### src/fsw_consts.svh
`ifndef FSW_CONSTS_SVH
`define FSW_CONSTS_SVH

// Clock
`define FSW_CLK_PERIOD_NS      20

// Operation times in microseconds; the device is free to choose them
`define FSW_T_SR_WRITE_US      2000
`define FSW_T_PAGE_PROG_US     1000
`define FSW_T_SECT_ERASE_US    100000
`define FSW_T_BLK_ERASE_US     500000
`define FSW_T_CHIP_ERASE_US    10000000

// Array geometry
`define FSW_ADDR_W             21
`define FSW_SECT_W             9
`define FSW_SECT_LAST          10'd511
`define FSW_SECT_COUNT         10'd512
`define FSW_SECTS_PER_BLK64    10'd16

// Status word: reset value and the nonvolatile bits
`define FSW_STATUS_RESET       16'h0000
`define FSW_NV_MASK            16'h7BFC

// Command opcodes
`define FSW_OP_WRITE_ENABLE_CMD            8'h06
`define FSW_OP_WRITE_DISABLE_CMD            8'h04
`define FSW_OP_STATUS_WRITE_CMD            8'h01
`define FSW_OP_PP              8'h02
`define FSW_OP_QPP             8'h32
`define FSW_OP_SE              8'h20
`define FSW_OP_BE32            8'h52
`define FSW_OP_BE64            8'hD8
`define FSW_OP_CE_A            8'h60
`define FSW_OP_CE_B            8'hC7
`define FSW_OP_SUSPEND         8'h75
`define FSW_OP_RESUME          8'h7A
`define FSW_OP_RST_EN          8'h66
`define FSW_OP_RST             8'h99

`endif

### src/fsw_pkg.sv
package fsw_pkg;
  `include "fsw_consts.svh"

  typedef enum logic [7:0] {
    CMD_WRITE_ENABLE  = `FSW_OP_WRITE_ENABLE_CMD,
    CMD_WRITE_DISABLE = `FSW_OP_WRITE_DISABLE_CMD,
    CMD_STATUS_WRITE  = `FSW_OP_STATUS_WRITE_CMD,
    CMD_PAGE_PROGRAM  = `FSW_OP_PP,
    CMD_QUAD_PROGRAM  = `FSW_OP_QPP,
    CMD_SECTOR_ERASE  = `FSW_OP_SE,
    CMD_BLOCK_ERASE32 = `FSW_OP_BE32,
    CMD_BLOCK_ERASE64 = `FSW_OP_BE64,
    CMD_CHIP_ERASE_A  = `FSW_OP_CE_A,
    CMD_CHIP_ERASE_B  = `FSW_OP_CE_B,
    CMD_SUSPEND       = `FSW_OP_SUSPEND,
    CMD_RESUME        = `FSW_OP_RESUME,
    CMD_RESET_ENABLE  = `FSW_OP_RST_EN,
    CMD_RESET         = `FSW_OP_RST
  } fsw_cmd_t;

  typedef enum logic [2:0] {
    ST_IDLE = 3'b001,
    ST_BUSY = 3'b010,
    ST_SUSP = 3'b100
  } fsw_state_t;

  typedef enum logic [2:0] {
    OP_STATUS = 3'h0,
    OP_PROG   = 3'h1,
    OP_SECT   = 3'h2,
    OP_BLK32  = 3'h3,
    OP_BLK64  = 3'h4,
    OP_CHIP   = 3'h5
  } fsw_op_t;

  typedef struct packed {
    logic                   valid;
    logic [7:0]             code;
    logic [`FSW_ADDR_W-1:0] addr;
    logic [15:0]            data;
  } fsw_req_t;

  typedef struct packed {
    logic       eraseSuspendedFlag;
    logic       complementSelect;
    logic [2:0] secureLock;
    logic       programSuspendedFlag;
    logic       quadEnable;
    logic       protectModeBitOne;
    logic       protectModeBitZero;
    logic [4:0] arrayGuard;
    logic       writeLatch;
    logic       busyFlag;
  } fsw_status_t;
endpackage

### src/fsw_status_protect.sv
`timescale 1ns/100ps
`default_nettype none
// Overview of operation
// - Complement 1, low guard zero: all protected
// - Complement 1, guard 4,3=00: lower fractions
// - Complement 1, guard 4,3=01: upper fractions
// - Complement 1, guard two,one set: none
// - Complement 1, guard 4,3=10: all but top
// - Complement 1, guard 4,3=11: all but bottom
// - Low byte: mode0, guard, latch, busy
// - High byte: suspends, complement, locks, quad, mode1
// - Lock bits are one-time programmable
// - Busy flag high during program, erase, write
// - Latch clear refuses writes, programs, erases
// - Guard bits change only by unprotected write
// - Reject program/erase targeting protected region
// - Chip erase only for listed guard codes
// - Mode 00: writable once latch set
// - Mode 01, pin low: status locked
// - Mode 01, pin high: writable after latch
// - Mode 10: locked until power cycle
// - Mode 11: status writes refused forever
// - Power cycle turns mode 10 into 00
// - Latch set by enable, cleared by writes
// - Complement 1 selects the inverse regions
// - Suspend sets flags; resume, reset clear
module fsw_status_protect
  import fsw_pkg::*;
#(
  parameter int unsigned CNT_W        = 32,
  parameter int unsigned SR_WRITE_CYC = 32'((64'(`FSW_T_SR_WRITE_US) * 64'd1000) / 64'(`FSW_CLK_PERIOD_NS)),
  parameter int unsigned PROG_CYC     = 32'((64'(`FSW_T_PAGE_PROG_US) * 64'd1000) / 64'(`FSW_CLK_PERIOD_NS)),
  parameter int unsigned SECT_CYC     = 32'((64'(`FSW_T_SECT_ERASE_US) * 64'd1000) / 64'(`FSW_CLK_PERIOD_NS)),
  parameter int unsigned BLK_CYC      = 32'((64'(`FSW_T_BLK_ERASE_US) * 64'd1000) / 64'(`FSW_CLK_PERIOD_NS)),
  parameter int unsigned CHIP_CYC     = 32'((64'(`FSW_T_CHIP_ERASE_US) * 64'd1000) / 64'(`FSW_CLK_PERIOD_NS))
) (
  // Clock and power-on reset
  input  wire logic        clk,
  input  wire logic        rst_n,
  // Decoded command from the serial front end
  input  wire fsw_req_t    req,
  // Write-protect pin and stored nonvolatile image
  input  wire logic        writeProtectN,
  input  wire logic [15:0] nvImage,
  // Status and outcome
  output var fsw_status_t  status,
  output logic             cmdAccepted,
  output logic             cmdRefused,
  output logic             opDone
);
  if (CNT_W < 8 || CNT_W > 32 || SR_WRITE_CYC == 0 || PROG_CYC == 0 || SECT_CYC == 0
      || BLK_CYC == 0 || CHIP_CYC == 0) begin : g_bad_params
    $error("fsw_status_protect: counter width or cycle count out of range");
  end
  if (CNT_W < 32 && (CHIP_CYC >= (64'd1 << CNT_W) || BLK_CYC >= (64'd1 << CNT_W)
      || SECT_CYC >= (64'd1 << CNT_W) || PROG_CYC >= (64'd1 << CNT_W)
      || SR_WRITE_CYC >= (64'd1 << CNT_W))) begin : g_too_long
    $error("fsw_status_protect: cycle count does not fit the counter");
  end

  fsw_state_t  state_ff;
  fsw_state_t  nxt_state;
  fsw_status_t status_ff;
  fsw_status_t nxt_status;
  // Written word parks here until the status write completes
  fsw_status_t pend_ff;
  fsw_status_t nxt_pend;
  fsw_op_t     kind_ff;
  fsw_op_t     nxt_kind;
  logic        loaded_ff;
  logic        nxt_loaded;
  logic        arm_ff;
  logic        nxt_arm;
  logic        accepted_ff;
  logic        nxt_accepted;
  logic        refused_ff;
  logic        nxt_refused;
  logic        done_ff;
  logic        nxt_done;

  logic                   tmrLoad;
  logic [CNT_W-1:0]       tmrVal;
  logic                   tmrAbort;
  logic                   tmrDone;
  logic                   tmrRun;
  logic [`FSW_SECT_W-1:0] tgtLo;
  logic [`FSW_SECT_W-1:0] tgtHi;
  logic                   hit;
  logic                   chipOk;
  logic                   srWritable;
  logic                   swReset;
  logic                   isProgram;
  logic                   isErase;
  logic                   isChip;

  fsw_guard_decode u_guard (
    .arrayGuard       (status_ff.arrayGuard),
    .complementSelect (status_ff.complementSelect),
    .tgtLo            (tgtLo),
    .tgtHi            (tgtHi),
    .hit              (hit),
    .chipOk           (chipOk)
  );

  fsw_op_timer #(
    .CNT_W (CNT_W)
  ) u_timer (
    .clk     (clk),
    .rst_n   (rst_n),
    .load    (tmrLoad),
    .loadVal (tmrVal),
    .run     (tmrRun),
    .abort   (tmrAbort),
    .done    (tmrDone)
  );

  // Timer follows the next state: a suspend taken as the count reaches one
  // then holds the count instead of firing a completion that nobody sees
  always_comb begin
    tmrRun = (nxt_state == ST_BUSY);
  end

  // Sector span touched by an address command
  always_comb begin
    tgtLo = req.addr[20:12];
    tgtHi = req.addr[20:12];
    if (req.code == CMD_BLOCK_ERASE32) begin
      tgtLo = {req.addr[20:15], 3'h0};
      tgtHi = {req.addr[20:15], 3'h7};
    end else if (req.code == CMD_BLOCK_ERASE64) begin
      tgtLo = {req.addr[20:16], 4'h0};
      tgtHi = {req.addr[20:16], 4'hF};
    end
  end

  always_comb begin
    isProgram = (req.code == CMD_PAGE_PROGRAM) || (req.code == CMD_QUAD_PROGRAM);
    isErase   = (req.code == CMD_SECTOR_ERASE) || (req.code == CMD_BLOCK_ERASE32)
             || (req.code == CMD_BLOCK_ERASE64);
    isChip    = (req.code == CMD_CHIP_ERASE_A) || (req.code == CMD_CHIP_ERASE_B);
    // Mode 00 ignores the pin; 10 and 11 never allow a write
    unique case ({status_ff.protectModeBitOne, status_ff.protectModeBitZero})
      2'b00:   srWritable = 1'b1;
      2'b01:   srWritable = writeProtectN;
      2'b10:   srWritable = 1'b0;
      default: srWritable = 1'b0;
    endcase
  end

  always_comb begin
    nxt_state    = state_ff;
    nxt_status   = status_ff;
    nxt_pend     = pend_ff;
    nxt_kind     = kind_ff;
    nxt_arm      = arm_ff;
    nxt_accepted = 1'b0;
    nxt_refused  = 1'b0;
    tmrLoad      = 1'b0;
    tmrVal       = CNT_W'(SR_WRITE_CYC);
    tmrAbort     = 1'b0;
    swReset      = 1'b0;
    nxt_loaded   = 1'b1;
    nxt_done     = 1'b0;
    if (!loaded_ff) begin
      // Bring back the stored bits once, right after power-up
      nxt_status = fsw_status_t'(nvImage & `FSW_NV_MASK);
      if (nvImage[8] && !nvImage[7]) begin
        nxt_status.protectModeBitOne = 1'b0;
      end
      nxt_refused = req.valid;
    end else begin
      if (req.valid) begin
        nxt_arm = (req.code == CMD_RESET_ENABLE);
      end
      swReset = req.valid && arm_ff && (req.code == CMD_RESET);
      if (swReset) begin
        // Aborts any operation, clears only volatile state
        nxt_accepted                    = 1'b1;
        nxt_state                       = ST_IDLE;
        tmrAbort                        = 1'b1;
        nxt_status.writeLatch           = 1'b0;
        nxt_status.eraseSuspendedFlag   = 1'b0;
        nxt_status.programSuspendedFlag = 1'b0;
      end else if (req.valid) begin
        nxt_refused = 1'b1;
        unique case (state_ff)
          ST_IDLE: begin
            if (req.code == CMD_WRITE_ENABLE) begin
              nxt_status.writeLatch = 1'b1;
              nxt_refused           = 1'b0;
            end else if (req.code == CMD_WRITE_DISABLE || req.code == CMD_RESET_ENABLE) begin
              nxt_status.writeLatch = (req.code == CMD_RESET_ENABLE) && status_ff.writeLatch;
              nxt_refused           = 1'b0;
            end else if (req.code == CMD_STATUS_WRITE && status_ff.writeLatch && srWritable) begin
              nxt_pend = fsw_status_t'(req.data);
              nxt_kind = OP_STATUS;
              tmrVal   = CNT_W'(SR_WRITE_CYC);
              tmrLoad  = 1'b1;
              nxt_refused = 1'b0;
            end else if (isProgram && status_ff.writeLatch && !hit) begin
              nxt_kind    = OP_PROG;
              tmrVal      = CNT_W'(PROG_CYC);
              tmrLoad     = 1'b1;
              nxt_refused = 1'b0;
            end else if (isErase && status_ff.writeLatch && !hit) begin
              nxt_kind    = (req.code == CMD_SECTOR_ERASE) ? OP_SECT
                          : (req.code == CMD_BLOCK_ERASE32) ? OP_BLK32 : OP_BLK64;
              tmrVal      = (req.code == CMD_SECTOR_ERASE) ? CNT_W'(SECT_CYC) : CNT_W'(BLK_CYC);
              tmrLoad     = 1'b1;
              nxt_refused = 1'b0;
            end else if (isChip && status_ff.writeLatch && chipOk) begin
              nxt_kind    = OP_CHIP;
              tmrVal      = CNT_W'(CHIP_CYC);
              tmrLoad     = 1'b1;
              nxt_refused = 1'b0;
            end
            if (tmrLoad) begin
              nxt_state             = ST_BUSY;
              nxt_status.writeLatch = 1'b0;
            end
          end
          ST_BUSY: begin
            // Status writes and chip erase cannot be suspended
            // In the completion cycle the result is already due, so no suspend
            if (req.code == CMD_SUSPEND && !tmrDone && kind_ff != OP_STATUS && kind_ff != OP_CHIP) begin
              nxt_state   = ST_SUSP;
              nxt_refused = 1'b0;
              if (kind_ff == OP_PROG) begin
                nxt_status.programSuspendedFlag = 1'b1;
              end else begin
                nxt_status.eraseSuspendedFlag = 1'b1;
              end
            end else if (req.code == CMD_RESET_ENABLE) begin
              nxt_refused = 1'b0;
            end
          end
          ST_SUSP: begin
            if (req.code == CMD_RESUME) begin
              nxt_state                       = ST_BUSY;
              nxt_status.eraseSuspendedFlag   = 1'b0;
              nxt_status.programSuspendedFlag = 1'b0;
              nxt_refused                     = 1'b0;
            end else if (req.code == CMD_WRITE_ENABLE) begin
              nxt_status.writeLatch = 1'b1;
              nxt_refused           = 1'b0;
            end else if (req.code == CMD_WRITE_DISABLE || req.code == CMD_RESET_ENABLE) begin
              nxt_status.writeLatch = (req.code == CMD_RESET_ENABLE) && status_ff.writeLatch;
              nxt_refused           = 1'b0;
            end
          end
          default: begin
            nxt_state = ST_IDLE;
          end
        endcase
        nxt_accepted = !nxt_refused;
      end
      if (tmrDone && state_ff == ST_BUSY && !swReset) begin
        nxt_state = ST_IDLE;
        nxt_done  = 1'b1;
        if (kind_ff == OP_STATUS) begin
          // Read-only bits keep their own values
          nxt_status.protectModeBitZero = pend_ff.protectModeBitZero;
          nxt_status.arrayGuard         = pend_ff.arrayGuard;
          nxt_status.complementSelect   = pend_ff.complementSelect;
          nxt_status.quadEnable         = pend_ff.quadEnable;
          nxt_status.protectModeBitOne  = pend_ff.protectModeBitOne;
          nxt_status.secureLock         = status_ff.secureLock | pend_ff.secureLock;
        end
      end
    end
    nxt_status.busyFlag = (nxt_state == ST_BUSY);
  end

  // Pulses last one cycle; status holds until the next change
  always_ff @(posedge clk or negedge rst_n) begin
    if (!rst_n) begin
      state_ff    <= ST_IDLE;
      status_ff   <= fsw_status_t'(`FSW_STATUS_RESET);
      pend_ff     <= fsw_status_t'(`FSW_STATUS_RESET);
      kind_ff     <= OP_STATUS;
      loaded_ff   <= 1'b0;
      arm_ff      <= 1'b0;
      accepted_ff <= 1'b0;
      refused_ff  <= 1'b0;
      done_ff     <= 1'b0;
    end else begin
      state_ff    <= nxt_state;
      status_ff   <= nxt_status;
      pend_ff     <= nxt_pend;
      kind_ff     <= nxt_kind;
      loaded_ff   <= nxt_loaded;
      arm_ff      <= nxt_arm;
      accepted_ff <= nxt_accepted;
      refused_ff  <= nxt_refused;
      done_ff     <= nxt_done;
    end
  end

  // Bit order of the struct is the status word layout
  assign status      = status_ff;
  assign cmdAccepted = accepted_ff;
  assign cmdRefused  = refused_ff;
  assign opDone      = done_ff;
endmodule
`default_nettype wire

### src/fsw_guard_decode.sv
`timescale 1ns/100ps
`default_nettype none
module fsw_guard_decode
  import fsw_pkg::*;
(
  // Protection settings
  input  wire logic [4:0]             arrayGuard,
  input  wire logic                   complementSelect,
  // Sector span of the target
  input  wire logic [`FSW_SECT_W-1:0] tgtLo,
  input  wire logic [`FSW_SECT_W-1:0] tgtHi,
  // Verdicts
  output logic                        hit,
  output logic                        chipOk
);
  logic [9:0] regLo;
  logic [9:0] regHi;
  logic [9:0] size;
  logic       regNone;
  logic [9:0] lo10;
  logic [9:0] hi10;

  // Region for complement 0; complement 1 protects its inverse
  always_comb begin
    regLo   = 10'h000;
    regHi   = `FSW_SECT_LAST;
    size    = 10'h000;
    regNone = 1'b0;
    lo10    = {1'b0, tgtLo};
    hi10    = {1'b0, tgtHi};
    if (arrayGuard[2:0] == 3'h0) begin
      regNone = 1'b1;
    end else if (arrayGuard[2:1] == 2'h3) begin
      regNone = 1'b0;
    end else begin
      if (!arrayGuard[4]) begin
        size = `FSW_SECTS_PER_BLK64 << (arrayGuard[2:0] - 3'h1);
      end else if (arrayGuard[2]) begin
        size = 10'h008;
      end else begin
        size = 10'h001 << (arrayGuard[1:0] - 2'h1);
      end
      if (arrayGuard[3]) begin
        regHi = size - 10'h001;
      end else begin
        regLo = `FSW_SECT_COUNT - size;
      end
    end
    if (complementSelect) begin
      hit = regNone || (lo10 < regLo) || (hi10 > regHi);
    end else begin
      hit = !regNone && (lo10 <= regHi) && (hi10 >= regLo);
    end
    chipOk = (arrayGuard[2:0] == 3'h0 && !complementSelect)
          || (arrayGuard[2:0] == 3'h7 && complementSelect);
  end
endmodule
`default_nettype wire

### src/fsw_op_timer.sv
`timescale 1ns/100ps
`default_nettype none
module fsw_op_timer #(
  parameter int unsigned CNT_W = 32
) (
  // Clock and reset
  input  wire logic             clk,
  input  wire logic             rst_n,
  // Control
  input  wire logic             load,
  input  wire logic [CNT_W-1:0] loadVal,
  input  wire logic             run,
  input  wire logic             abort,
  // Completion
  output logic                  done
);
  logic [CNT_W-1:0] count_ff;
  logic [CNT_W-1:0] nxt_count;
  logic             done_ff;
  logic             nxt_done;

  // Holding the count while run is low is what makes suspend resumable
  always_comb begin
    nxt_count = count_ff;
    nxt_done  = 1'b0;
    if (abort) begin
      nxt_count = '0;
    end else if (load) begin
      nxt_count = loadVal;
    end else if (run && count_ff != '0) begin
      nxt_count = count_ff - 1'b1;
      nxt_done  = (count_ff == CNT_W'(1));
    end
  end

  always_ff @(posedge clk or negedge rst_n) begin
    if (!rst_n) begin
      count_ff <= '0;
      done_ff  <= 1'b0;
    end else begin
      count_ff <= nxt_count;
      done_ff  <= nxt_done;
    end
  end

  assign done = done_ff;
endmodule
`default_nettype wire

### config.mk
export PLATFORM = sky130hd
export DESIGN_NAME = fsw_status_protect
export DESIGN_NICKNAME = d
export VERILOG_FILES = /design/src/fsw_pkg.sv /design/src/fsw_status_protect.sv /design/src/fsw_guard_decode.sv /design/src/fsw_op_timer.sv
export VERILOG_INCLUDE_DIRS = /design/src
export SDC_FILE = /design/constraint.sdc
export NUM_CORES = 1
export LEC_CHECK = 0
export BUFFER_PORTS_ARGS = -buffer_cell sky130_fd_sc_hd__buf_2
export CAP_MARGIN = 20
export CELL_PAD_IN_SITES_DETAIL_PLACEMENT = 1
export CELL_PAD_IN_SITES_GLOBAL_PLACEMENT = 1
export CORE_MARGIN = 4
export CORE_UTILIZATION = 45
export CTS_BUF_LIST = sky130_fd_sc_hd__clkbuf_8
export CTS_CLUSTER_SIZE = 16
export DETAILED_ROUTE_END_ITERATION = 8
export PLACE_DENSITY = 0.9
export SLEW_MARGIN = 20
export SYNTH_ARGS = -nofsm -noshare
export SYNTH_HDL_FRONTEND = slang
export SYNTH_SLANG_ARGS = --single-unit
### constraint.sdc
create_clock -name clk -period 5.7 [get_ports clk]
set_clock_uncertainty 0.05 [all_clocks]
set_input_delay 0.285 -clock clk [delete_from_list [all_inputs] [get_ports clk]]
set_output_delay 0.285 -clock clk [all_outputs]
set_load 0.03 [all_outputs]
Word-level counts from Yosys, hierarchy flattened
Cells that the tools add are included.
{"block": "word_totals", "regBits": 72, "latchBits": 0, "ramBits": 0, "mem_bits_ro": 0, "out_inout_bits": 19, "wordCells": 236, "memories": 0}
{"block": "op_classes", "add_sub_neg": 5, "mul": 0, "div_mod_pow": 0, "magnitude_cmp": 4, "eq_ne": 34, "shifts": 2, "mux": 111, "bitwise": 4, "n_reduce_logical": 51}
{"op": "2-to-1 mux 29 bit", "n": 10}
{"op": "2-to-1 mux 10 bit", "n": 10}
{"op": "2-to-1 mux 32 bit", "n": 3}
{"op": "2-to-1 mux 1 bit", "n": 59}
{"op": "== test 8 x 7 -> 1 bit (second input constant)", "n": 5}
{"op": "2-to-1 mux 3 bit", "n": 13}
{"op": "== test 32 x 1 -> 1 bit (second input constant)", "n": 1}
{"op": "nonzero test 32 bit", "n": 1}
{"op": "subtractor 32 x 1 -> 32 bit (second input constant)", "n": 1}
{"op": "2-to-1 mux 25 bit", "n": 1}
{"op": "== test 8 bit (second input constant)", "n": 3}
{"op": "2-to-1 mux 4 bit", "n": 6}
{"op": "logical AND 1 bit", "n": 22}
{"op": "inequality test 4 bit (second input constant)", "n": 5}
{"op": "== test 8 x 3 -> 1 bit (second input constant)", "n": 2}
{"op": "== test 8 x 6 -> 1 bit (second input constant)", "n": 2}
{"op": "2-to-1 mux 8 bit", "n": 2}
{"op": "2-to-1 mux 15 bit", "n": 1}
{"op": "AND reduction 7 bit", "n": 2}
{"op": ">= comparator 9 x 10 -> 1 bit", "n": 1}
{"op": "greater-than comparator 9 x 10 -> 1 bit", "n": 1}
{"op": "less-or-equal comparator 9 x 10 -> 1 bit", "n": 1}
{"op": "< comparator 9 x 10 -> 1 bit", "n": 1}
{"op": "AND reduction 5 bit", "n": 2}
{"op": "30 further kinds", "n": 56}

Depth between registers and ports, before layout
Gate-level depths: netlist (run 1).
{"block": "logic_depth", "depth_word": 36, "mapped_depth": 22}

Cells and area by module
Synthesis (run 1) repeated with hierarchy kept, for this count alone.
{"block": "hier_totals", "cells_unflattened": 690, "area_unflattened_um2": 6129.6}
{"mod": "fsw_status_protect", "n_inst": 1, "cells_per_inst": 267, "area_per_inst_um2": 2504.9, "seq_area_each_um2": 977.2}
{"mod": "fsw_op_timer", "n_inst": 1, "cells_per_inst": 245, "area_per_inst_um2": 2358.5, "seq_area_each_um2": 825.8}
{"mod": "fsw_guard_decode", "n_inst": 1, "cells_per_inst": 178, "area_per_inst_um2": 1266.2, "seq_area_each_um2": 0.0}

Least setup slack after synthesis (run 1)
Ideal clock, no wire load.
{"block": "synth_path", "path_kind": "register to register", "startpoint": "reg status_ff, in the netlist status[6]", "endpoint": "reg u_timer.count_ff[9]", "setup_ps": 123, "arrival_time_ps": 4253, "t_required_ps": 5527, "setup_slack_ps": 1274, "path_stages_with_launch": 21, "path_buffers": 3, "cell_sequence": "dfrtp_1 > clkbuf_1 > nor4bb_1 > inv_1 > ha_1 > clkbuf_1 > nor2b_1 > a21oi_1 > o22ai_1 > nand2_1 > ha_1 > a21o_1 > a21oi_1 > o21ai_0 > a21boi_0 > o211ai_2 > o21ba_1 > buf_2 > o21a_2 > a22o_1 > o221a_1"}
{"block": "synth_between", "elab_chain_cells": 31}
{"element": "start, declared", "line": "fsw_status_protect.sv:63", "rtl": "fsw_status_t status_ff;"}
{"element": "start signal, assigned", "line": "fsw_status_protect.sv:278", "rtl": "status_ff <= fsw_status_t'(`FSW_STATUS_RESET);"}
{"element": "start signal, assigned", "line": "fsw_status_protect.sv:288", "rtl": "status_ff <= nxt_status;"}
{"element": "2-to-1 mux 10 bit (*)", "line": "fsw_guard_decode.sv:36", "rtl": "if (!arrayGuard[4]) begin"}
{"element": "2-to-1 mux 10 bit (*)", "line": "fsw_guard_decode.sv:33", "rtl": "end else if (arrayGuard[2:1] == 2'h3) begin"}
{"element": "2-to-1 mux 10 bit (*)", "line": "fsw_guard_decode.sv:31", "rtl": "if (arrayGuard[2:0] == 3'h0) begin"}
{"element": "subtractor 10 x 1 -> 10 bit or subtractor 10 bit (tied branches)"}
{"element": "2-to-1 mux 10 bit", "line": "fsw_guard_decode.sv:43", "rtl": "if (arrayGuard[3]) begin"}
{"element": "2-to-1 mux 10 bit", "line": "fsw_guard_decode.sv:33"}
{"element": "2-to-1 mux 10 bit", "line": "fsw_guard_decode.sv:31"}
{"element": "less-or-equal comparator 9 x 10 -> 1 bit or < comparator 9 x 10 -> 1 bit (tied branches)", "line": "fsw_guard_decode.sv:52, fsw_guard_decode.sv:50"}
{"element": "[... 15 more ...]"}
{"element": "one-hot mux 3 bit (3 select lines)", "line": "fsw_status_protect.sv:186", "rtl": "unique case (state_ff)"}
{"element": "2-to-1 mux 3 bit", "line": "fsw_status_protect.sv:184", "rtl": "end else if (req.valid) begin"}
{"element": "2-to-1 mux 3 bit", "line": "fsw_status_protect.sv:176", "rtl": "if (swReset) begin"}
{"element": "2-to-1 mux 3 bit", "line": "fsw_status_protect.sv:257", "rtl": "if (tmrDone && state_ff == ST_BUSY && !swReset) begin"}
{"element": "2-to-1 mux 3 bit", "line": "fsw_status_protect.sv:164", "rtl": "if (!loaded_ff) begin"}
{"element": "== test 3 x 2 -> 1 bit", "line": "fsw_status_protect.sv:120", "rtl": "tmrRun = (nxt_state == ST_BUSY);"}
{"element": "logical AND 1 bit", "line": "fsw_op_timer.sv:30", "rtl": "end else if (run && count_ff != '0) begin"}
{"element": "nonzero test 3 bit (no source line)"}
{"element": "end signal, assigned", "line": "fsw_op_timer.sv:41", "rtl": "count_ff <= nxt_count;"}
{"element": "end, declared", "line": "fsw_op_timer.sv:17", "rtl": "logic [CNT_W-1:0] count_ff;"}
Every way passes the cells marked *; elsewhere a longest branch is shown, timed or not. The select of a mux whose other input is x is not followed.
A chain may end at the register's enable or synchronous reset.

Worst setup path in the final report (run 1)
{"block": "layout_path", "startpoint": "reg status_ff, in the netlist status[3]", "endpoint": "reg u_timer.count_ff[19]"}
{"block": "layout_between", "elab_chain_cells": 34}
{"element": "branches (longest 34 deep; another with subtractor 10 x 1 -> 10 bit)"}
Several ways; the timed one is not identified. The select of a mux whose other input is x is not followed.

==> PnR_summary.wiki, run 1 <==
{| class="wikitable"
! Metric !! Value
|-
| Result of the run || complete, no violations
|-
| Number of synthesized flops with an enable pin || 0
|-
| Relative slew slack || 0.362
|-
| Worst Path Buf+Inv || 1
|-
| Die height || 119 um
|-
| Wire length after detailed routing || approximately 18000 um
|-
| Area share of the leading cell type in the synthesized netlist || 0.320
|-
| Smallest hold slack || 0.00677 ns
|-
| Worst reg-to-reg setup slack || between 0.4 and 0.5 ns
|-
| Per-cell routed wire length || approximately 20 um
|-
| RePlAce Congestion || 0.905
|-
| Slowest Stage Delay on Critical Path || 0.64 ns
|-
| Critical Path End || u_timer.count_ff[19]
|-
| Reg clk slew, reported paths || 0.09 ns
|-
| Iteration-0 DRC Markers || between 300 and 400
|-
| Reg-to-reg startpoint || status[3]
|-
| Final antenna-violating net count || 0
|-
| Max IR drop VDD || 119 uV
|-
| Worst Path Max Fanout || 16
|-
| #FFs+latches synth || 72
|-
| Number of nets in the final layout || 810
|-
| Die Span X || 119 um
|-
| Maximum number of pins on one net before global-route repair || 73
|-
| Number of max-cap violations || 0
|-
| Final routed DRC violation total || 0
|-
| Cell-by-cell listing of the critical path || nor4bb_1 > inv_1 > ha_1 > nor2b_1 > a21oi_1 > o22ai_1 > nand2_1 > ha_1 > a21o_1 > a21oi_1 > o21ai_0 > a21boi_0 > o211ai_2 > o21ba_1 > nand2b_1 > a31oi_1 > o22a_1
|-
| Distinct cells, synth || 86
|-
| Leakage Power || 0.00275 uW
|-
| Grt total ovfl || 0
|-
| Synthesized area per cell || 8.40 um2
|-
| Area growth from synthesis to layout || 11.7%
|-
| DIE AREA || 0.0142 mm2
|-
| Power density of the placed cells || about 220 mW/mm2
|-
| Top area cells in the synthesized netlist || sky130_fd_sc_hd__dfrtp_1 32%, sky130_fd_sc_hd__ha_1 6.5%, sky130_fd_sc_hd__nor2_1 5.5%
|-
| Number of buffers added on ports || 63
|-
| Mapped Nets || 754
|-
| Iteration count of the initial detailed-routing pass || 5
|-
| Critical setup path kind || reg2reg
|-
| Multi-input combinational cell area || 0.00350 mm2
|-
| Filler cell count || 1476
|-
| Number of global-route vias before repair || 5743
|-
| First-pass GRT wire length || 29200 um
|-
| Post-cts resize count || 0
|-
| Launching element type of the critical path || register
|-
| Cell count along the critical path || 17
|-
| Sequential cell area in the final layout || 0.00180 mm2
|-
| Data required time at the worst endpoint || 5.96 ns
|-
| Fmax || 191 MHz
|-
| Endpoint arrival time on the critical path || ~5.5 ns
|-
| Final setup violation count || 0
|-
| Class of the worst hold path || in2async
|-
| Main synth FF type || sky130_fd_sc_hd__dfrtp_1
|-
| Destination of the worst register-to-register timing path || u_timer.count_ff[19]
|-
| Post-synthesis instance area || 0.00554 mm2
|-
| Async SR Flop Fraction || 1.00
|-
| Endpoint class of the critical path || register
|-
| Via total after detailed routing || 5495
|-
| Placeable core region || around 0.012 mm2
|-
| Critical path startpoint || status[3]
|-
| Clock latency on the worst-skew pair || 0.38 ns
|-
| Gr usage total || 0.252
|-
| Clock tree from TritonCTS || yes
|-
| Level count of the clock H-tree || 3
|-
| Cell Rows || 40
|-
| Minimum setup slack after placement || 0.611 ns
|-
| Number of CTS-inserted buffers || 9
|-
| Cell with the largest stage delay on the worst path || sky130_fd_sc_hd__nor4bb_1
|-
| Total count of max-transition violations in the final report || 0
|-
| Cts-stage hold buffer count || 0
|-
| Maximum buffer depth of the clock tree || 2
|-
| Count of buffers added by post-CTS timing repair for setup || 0
|-
| Starting density of the core || 0.462
|-
| RSZ-0062 raised after global routing || no
|-
| Via count normalized by instance count || between 6 and 7
|-
| Buffer cell driving the clock tree root || sky130_fd_sc_hd__clkbuf_8
|-
| Final critical-path required period || 5.25 ns
|-
| Least-Margin Pin Slew || 0.957 ns
|-
| Placed wire-length estimate || between 10000 and 15000 um
|-
| Part of the cycle the worst path needs || 0.920
|-
| Post-synthesis sequential area ratio || 0.325
|-
| Number of synthesis warnings || 0
|-
| Number of I/O pins || 84
|-
| Largest delay share family, worst path || compound AO/OA/AOI/OAI gates
|-
| Number of hold violations in the final report || 0
|-
| Reg2Reg Depth || 17
|-
| Synth area leader || sky130_fd_sc_hd__dfrtp_1
|-
| Gate count of the mapped netlist || 660
|-
| CTS Sinks || 72
|-
| Antenna violations before repair || 2
|-
| Share of final-layout standard cells stronger than drive strength 1 || 0.182
|-
| Final TNS setup || 0 ns
|-
| Minimum setup slack in the final design || about 0.45 ns
|}
cells in the mapped netlist (10+ instances only):
| cell | n |
|---|---|
| sky130_fd_sc_hd__nor2_1 | 81 |
| sky130_fd_sc_hd__dfrtp_1 | 71 |
| sky130_fd_sc_hd__nand2_1 | 55 |
| sky130_fd_sc_hd__a21oi_1 | 41 |
| sky130_fd_sc_hd__o21ai_0 | 32 |
| sky130_fd_sc_hd__ha_1 | 29 |
| sky130_fd_sc_hd__nand3_1 | 23 |
| sky130_fd_sc_hd__inv_1 | 21 |
| sky130_fd_sc_hd__nand2b_1 | 20 |
| sky130_fd_sc_hd__nor3_1 | 18 |
| sky130_fd_sc_hd__clkbuf_1 | 15 |
| sky130_fd_sc_hd__buf_2 | 14 |
| sky130_fd_sc_hd__mux2_2 | 12 |
| sky130_fd_sc_hd__xor2_1 | 12 |
| sky130_fd_sc_hd__nand4_1 | 11 |
| sky130_fd_sc_hd__mux2i_1 | 10 |
cells by family (layout without fill, tap and decap cells):
kind of cell               after synthesis  after routing  synth area share
and+or+nand+nor                        287            287             0.272
AOI/OAI and AO/OA                      176            176             0.222
DFF                                     72             72             0.325
buffers and inverters                   56            117            0.0454
adders and majority gates               29             29            0.0654
muxes                                   22             22            0.0424
xor gates and xnor gates                17             17            0.0269
other                                    1              3          0.000676
how the worst min path moves through the flow:
| stage | to | cells after the start | slack [ns] | startpoint |
|---|---|---|---|---|
| floorplan | arm_ff | 0 | -0.06 | rst_n |
| global route | u_timer.count_ff[4] | 1 | 0.08 | rst_n |
| CTS | u_timer.count_ff[3] | 1 | 0.04 | rst_n |
| detailed placement | status[10] | 1 | 0.43 | status[10] |
| global placement | status[10] | 1 | 0.42 | status[10] |
| finish | u_timer.count_ff[16] | 1 | 0.007 | rst_n |
stage by stage:
stage          utilization  instances  instance area [um2]  total power (uW)
6_report             0.516        870                 6190              1350
5_1_grt              0.516        870                 6190              1430
4_1_cts              0.515        868                 6190              1360
3_5_place_dp         0.500        852                 6000               960
3_3_place_gp         0.500        852                 6000               938
2_1_floorplan            -        660                 5540               842
report_power, final:
| group | switching [uW] | internal, uW |
|---|---|---|
| Clock | 203 | 190 |
| Combinational | 233 | 138 |
| Sequential | 39.0 | 545 |
cell type report:
cell class / count / share of cell area
well taps: 147 / 0.0297
clock buffers: 12 / 0.0267
repair buffers: 79 / 0.0707
inverters: 22 / 0.0133
multi-input cells: 532 / 0.564
diodes: 2 / 0.000808
flip-flops and latches: 72 / 0.291
clock inverters: 4 / 0.00323
state kept, by name, summed over array words and instances (netlist names), 3 cells and up:
signal	count
u_timer.count_ff	32
status	16
pend_ff	12
kind_ff	3
state_ff	3
routing by layer:
layer  routed length [um]  vias to the layer above  track usage
met5                    0                        -            0
met4                  493                        0        0.117
met3                  649                       42       0.0366
met2                 8790                      141        0.418
met1                 7630                     2755        0.325
li1                     -                     2557            -
placed cells by master (no fill, tap or decap), types with 5 or more instances in the layout:
cell,count
sky130_fd_sc_hd__nor2b_1,9
sky130_fd_sc_hd__nor4_1,9
sky130_fd_sc_hd__a21o_1,5
sky130_fd_sc_hd__nand4_1,11
sky130_fd_sc_hd__o21ai_0,32
sky130_fd_sc_hd__or3_1,5
sky130_fd_sc_hd__mux2_2,12
sky130_fd_sc_hd__nand2_1,55
sky130_fd_sc_hd__buf_2,62
sky130_fd_sc_hd__and2_1,5
sky130_fd_sc_hd__o211ai_1,9
sky130_fd_sc_hd__nand2b_1,20
sky130_fd_sc_hd__o22a_1,6
sky130_fd_sc_hd__clkbuf_8,12
sky130_fd_sc_hd__nor3_1,18
sky130_fd_sc_hd__inv_1,23
sky130_fd_sc_hd__nand3_1,23
sky130_fd_sc_hd__xor2_1,12
sky130_fd_sc_hd__a21oi_1,41
sky130_fd_sc_hd__mux2i_1,10
sky130_fd_sc_hd__ha_1,29
sky130_fd_sc_hd__a211oi_1,8
sky130_fd_sc_hd__and3_1,6
sky130_fd_sc_hd__o21a_1,7
sky130_fd_sc_hd__nor2_1,81
sky130_fd_sc_hd__o22ai_1,9
sky130_fd_sc_hd__a22oi_1,8
sky130_fd_sc_hd__dfrtp_1,71
sky130_fd_sc_hd__buf_4,17
sky130_fd_sc_hd__nand3b_1,6
sky130_fd_sc_hd__xnor2_1,5
sky130_fd_sc_hd__o31ai_1,7
worst register-to-register path: stages, from the launching register on:
cell and delay [ns]:
sky130_fd_sc_hd__dfrtp_1 0.38, sky130_fd_sc_hd__nor4bb_1 0.64, sky130_fd_sc_hd__inv_1 0.18, sky130_fd_sc_hd__ha_1 0.38, sky130_fd_sc_hd__nor2b_1 0.20, sky130_fd_sc_hd__a21oi_1 0.06, sky130_fd_sc_hd__o22ai_1 0.20, sky130_fd_sc_hd__nand2_1 0.09
sky130_fd_sc_hd__ha_1 0.35, sky130_fd_sc_hd__a21o_1 0.20, sky130_fd_sc_hd__a21oi_1 0.16, sky130_fd_sc_hd__o21ai_0 0.11, sky130_fd_sc_hd__a21boi_0 0.44, sky130_fd_sc_hd__o211ai_2 0.26, sky130_fd_sc_hd__o21ba_1 0.39, sky130_fd_sc_hd__nand2b_1 0.56
sky130_fd_sc_hd__a31oi_1 0.38, sky130_fd_sc_hd__o22a_1 0.17
Power figures use the tool's default switching activity.
==> run 2: changes to the inputs <==
--- a/config.mk
+++ b/config.mk
@@ -15,6 +15,7 @@
 export CTS_BUF_LIST = sky130_fd_sc_hd__clkbuf_8
 export CTS_CLUSTER_SIZE = 16
 export DETAILED_ROUTE_END_ITERATION = 8
+export HOLD_SLACK_MARGIN = 0.08
 export PLACE_DENSITY = 0.9
 export SLEW_MARGIN = 20
 export SYNTH_ARGS = -nofsm -noshare
==> PnR_summary.wiki, run 2 (synthesized netlist as in run 1, its figures left out) <==
{| class="wikitable"
! Metric !! Value
|-
| Least-Margin Pin Slew || 0.958 ns (+0.00117 ns)
|-
| Number of max-cap violations || 0 (unchanged)
|-
| Post-cts resize count || 0 (unchanged)
|-
| Biggest register || u_timer.count_ff
|-
| Placed wire-length estimate || 13200 um (unchanged)
|-
| Wire length after detailed routing || 17600 um (+0.24%)
|-
| Dpl cells || 852 (unchanged)
|-
| Fmax || 189 MHz (-1.0%)
|-
| DIE AREA || 0.0142 mm2 (unchanged)
|-
| CTS Sinks || 72 (unchanged)
|-
| First-pass GRT wire length || 29200 um (unchanged)
|-
| Smallest hold slack || 0.0970 ns (+0.0903 ns)
|-
| Buffer cell driving the clock tree root || sky130_fd_sc_hd__clkbuf_8
|-
| Hold Path Sink || pend_ff[13]
|-
| Worst reg-to-reg setup slack || 0.40 ns (-0.06 ns)
|-
| Total count of max-transition violations in the final report || 0 (unchanged)
|-
| Destination of the worst register-to-register timing path || u_timer.count_ff[19]
|-
| Final setup violation count || 0 (unchanged)
|-
| Number of CTS-inserted buffers || 9 (unchanged)
|-
| Area growth from synthesis to layout || 11.9%
|-
| Clock tree from TritonCTS || yes
|-
| Most common cell after layout, fill and taps aside || sky130_fd_sc_hd__nor2_1
|-
| Per-cell routed wire length || 20.2 um (+0.13%)
|-
| Reg2Reg Depth || 17 (unchanged)
|-
| RePlAce Congestion || 0.905 (unchanged)
|-
| Filler cell count || 1475 (-0.068%)
|-
| Grt total ovfl || 0 (unchanged)
|-
| Leakage Power || 0.00275 uW (+0.15%)
|-
| Source of the worst hold timing path || req[13]
|-
| Via total after detailed routing || 5483 (-0.22%)
|-
| Cell Rows || 40 (unchanged)
|-
| RSZ-0062 raised after global routing || no
|-
| Final TNS setup || 0 ns (unchanged)
|-
| Die height || 119 um (unchanged)
|-
| Data required time at the worst endpoint || 5.97 ns (about the same)
|-
| Level count of the clock H-tree || 3 (unchanged)
|-
| Via count normalized by instance count || 6.30 (-0.33%)
|-
| Gr usage total || 0.252 (about the same)
|-
| Multi-input combinational cell area || 0.00350 mm2 (unchanged)
|-
| Final critical-path required period || 5.30 ns (+0.0553 ns)
|-
| Maximum number of pins on one net before global-route repair || 73 (unchanged)
|-
| Endpoint arrival time on the critical path || 5.57 ns (+0.06 ns)
|-
| Number of global-route vias before repair || 5746 (+0.052%)
|-
| Number of buffers added on ports || 63 (unchanged)
|-
| Hold depth || 2
|-
| Relative slew slack || 0.361 (-0.000778)
|-
| Number of I/O pins || 84 (unchanged)
|-
| Endpoint class of the critical path || register
|-
| Final routed DRC violation total || 0 (unchanged)
|-
| Clock latency on the worst-skew pair || 0.39 ns (about the same)
|-
| Die Span X || 119 um (unchanged)
|-
| Maximum buffer depth of the clock tree || 2 (unchanged)
|-
| Sequential cell area in the final layout || 0.00180 mm2 (unchanged)
|-
| Launching element type of the critical path || register
|-
| Starting density of the core || 0.462 (unchanged)
|-
| Leading cell types in the layout, fill and taps excluded || 81 x sky130_fd_sc_hd__nor2_1, 71 x sky130_fd_sc_hd__dfrtp_1, 62 x sky130_fd_sc_hd__buf_2
|-
| Result of the run || complete, no violations
|-
| Iteration count of the initial detailed-routing pass || 5 (unchanged)
|-
| Max IR drop VDD || 118 uV (-0.15%)
|-
| Class of the worst hold path || in2reg
|-
| Power density of the placed cells || 218 mW/mm2 (about the same)
|-
| Cell Count, Final, Fillers Out || 871 (+0.11%)
|-
| Number of flip-flops under the largest register name || 32 (unchanged)
|-
| Critical setup path kind || reg2reg
|-
| Number of hold violations in the final report || 0 (unchanged)
|-
| Antenna violations before repair || 2 (unchanged)
|-
| Placeable core region || 0.0120 mm2 (unchanged)
|-
| Worst Path Max Fanout || 16 (unchanged)
|-
| Share of final-layout standard cells stronger than drive strength 1 || 0.181 (-0.000252)
|-
| Reg clk slew, reported paths || 0.07 ns (-0.02 ns)
|-
| Iteration-0 DRC Markers || 404 (+2.8%)
|-
| Part of the cycle the worst path needs || 0.930 (+0.00971)
|-
| Reg-to-reg startpoint || status[3]
|-
| Final antenna-violating net count || 0 (unchanged)
|-
| Number of nets in the final layout || 811 (+0.12%)
|}
## run 2: what timing repair did
item / in CTS / in global routing
setup buffers: 0 / 0
hold buffers: 1 / 0
endpoints found under the hold margin: 71 / 0
setup endpoints to repair: 0 / 0
## run 2: power by group
group	internal, uW	total, uW	leakage [uW]	switching, uW
registers	545	583	0.000912	38.5
logic	139	372	0.00174	233
clock network	190	395	0.000101	205
total	874	1350	0.00275	476
## run 2: how the worst max path moves through the flow
stage / start / endpoint / slack (ns) / cells past startpoint
6_report: status[3] / u_timer.count_ff[19] / 0.40 / 17
5_1_grt: status[3] / u_timer.count_ff[19] / 0.14 / 17
4_1_cts: status[3] / u_timer.count_ff[19] / 0.58 / 17
3_5_place_dp: status[3] / u_timer.count_ff[19] / 0.61 / 17
3_3_place_gp: status[3] / u_timer.count_ff[12] / 0.84 / 17
2_1_floorplan: status[6] / u_timer.count_ff[9] / 1.27 / 20
## run 2: layout make-up
class,count,share of cell area
clock inverter,4,0.00323
clock buffer,12,0.0266
timing repair buffer,80,0.0722
sequential,72,0.291
antenna,2,0.000807
inverter,22,0.0133
multi-input combinational,532,0.564
tap,147,0.0296
## run 2: critical path, stage by stage (launching register included)
cell,delay (ns)
sky130_fd_sc_hd__dfrtp_1,0.38
sky130_fd_sc_hd__nor4bb_1,0.65
sky130_fd_sc_hd__inv_1,0.18
sky130_fd_sc_hd__ha_1,0.38
sky130_fd_sc_hd__nor2b_1,0.20
sky130_fd_sc_hd__a21oi_1,0.06
sky130_fd_sc_hd__o22ai_1,0.21
sky130_fd_sc_hd__nand2_1,0.09
sky130_fd_sc_hd__ha_1,0.35
sky130_fd_sc_hd__a21o_1,0.20
sky130_fd_sc_hd__a21oi_1,0.16
sky130_fd_sc_hd__o21ai_0,0.11
sky130_fd_sc_hd__a21boi_0,0.44
sky130_fd_sc_hd__o211ai_2,0.26
sky130_fd_sc_hd__o21ba_1,0.39
sky130_fd_sc_hd__nand2b_1,0.56
sky130_fd_sc_hd__a31oi_1,0.39
sky130_fd_sc_hd__o22a_1,0.17
## run 2: per-stage QoR
stage / worst slack [ns] / total power [uW] / cell area (um2) / util
3_3_place_gp: 0.837 / 938 / 6000 / 0.500
5_1_grt: 0.141 / 1430 / 6200 / 0.516
6_report: 0.399 / 1350 / 6200 / 0.516
4_1_cts: 0.578 / 1360 / 6200 / 0.516
3_5_place_dp: 0.611 / 960 / 6000 / 0.500
2_1_floorplan: 1.27 / 842 / 5540 / -
## run 2: routing by layer
metal | up-vias | track usage | routed length, um
met5 | - | 0 | 0
met4 | 0 | 0.117 | 490
met3 | 40 | 0.0366 | 671
met2 | 143 | 0.418 | 8850
met1 | 2752 | 0.325 | 7610
li1 | 2548 | - | -
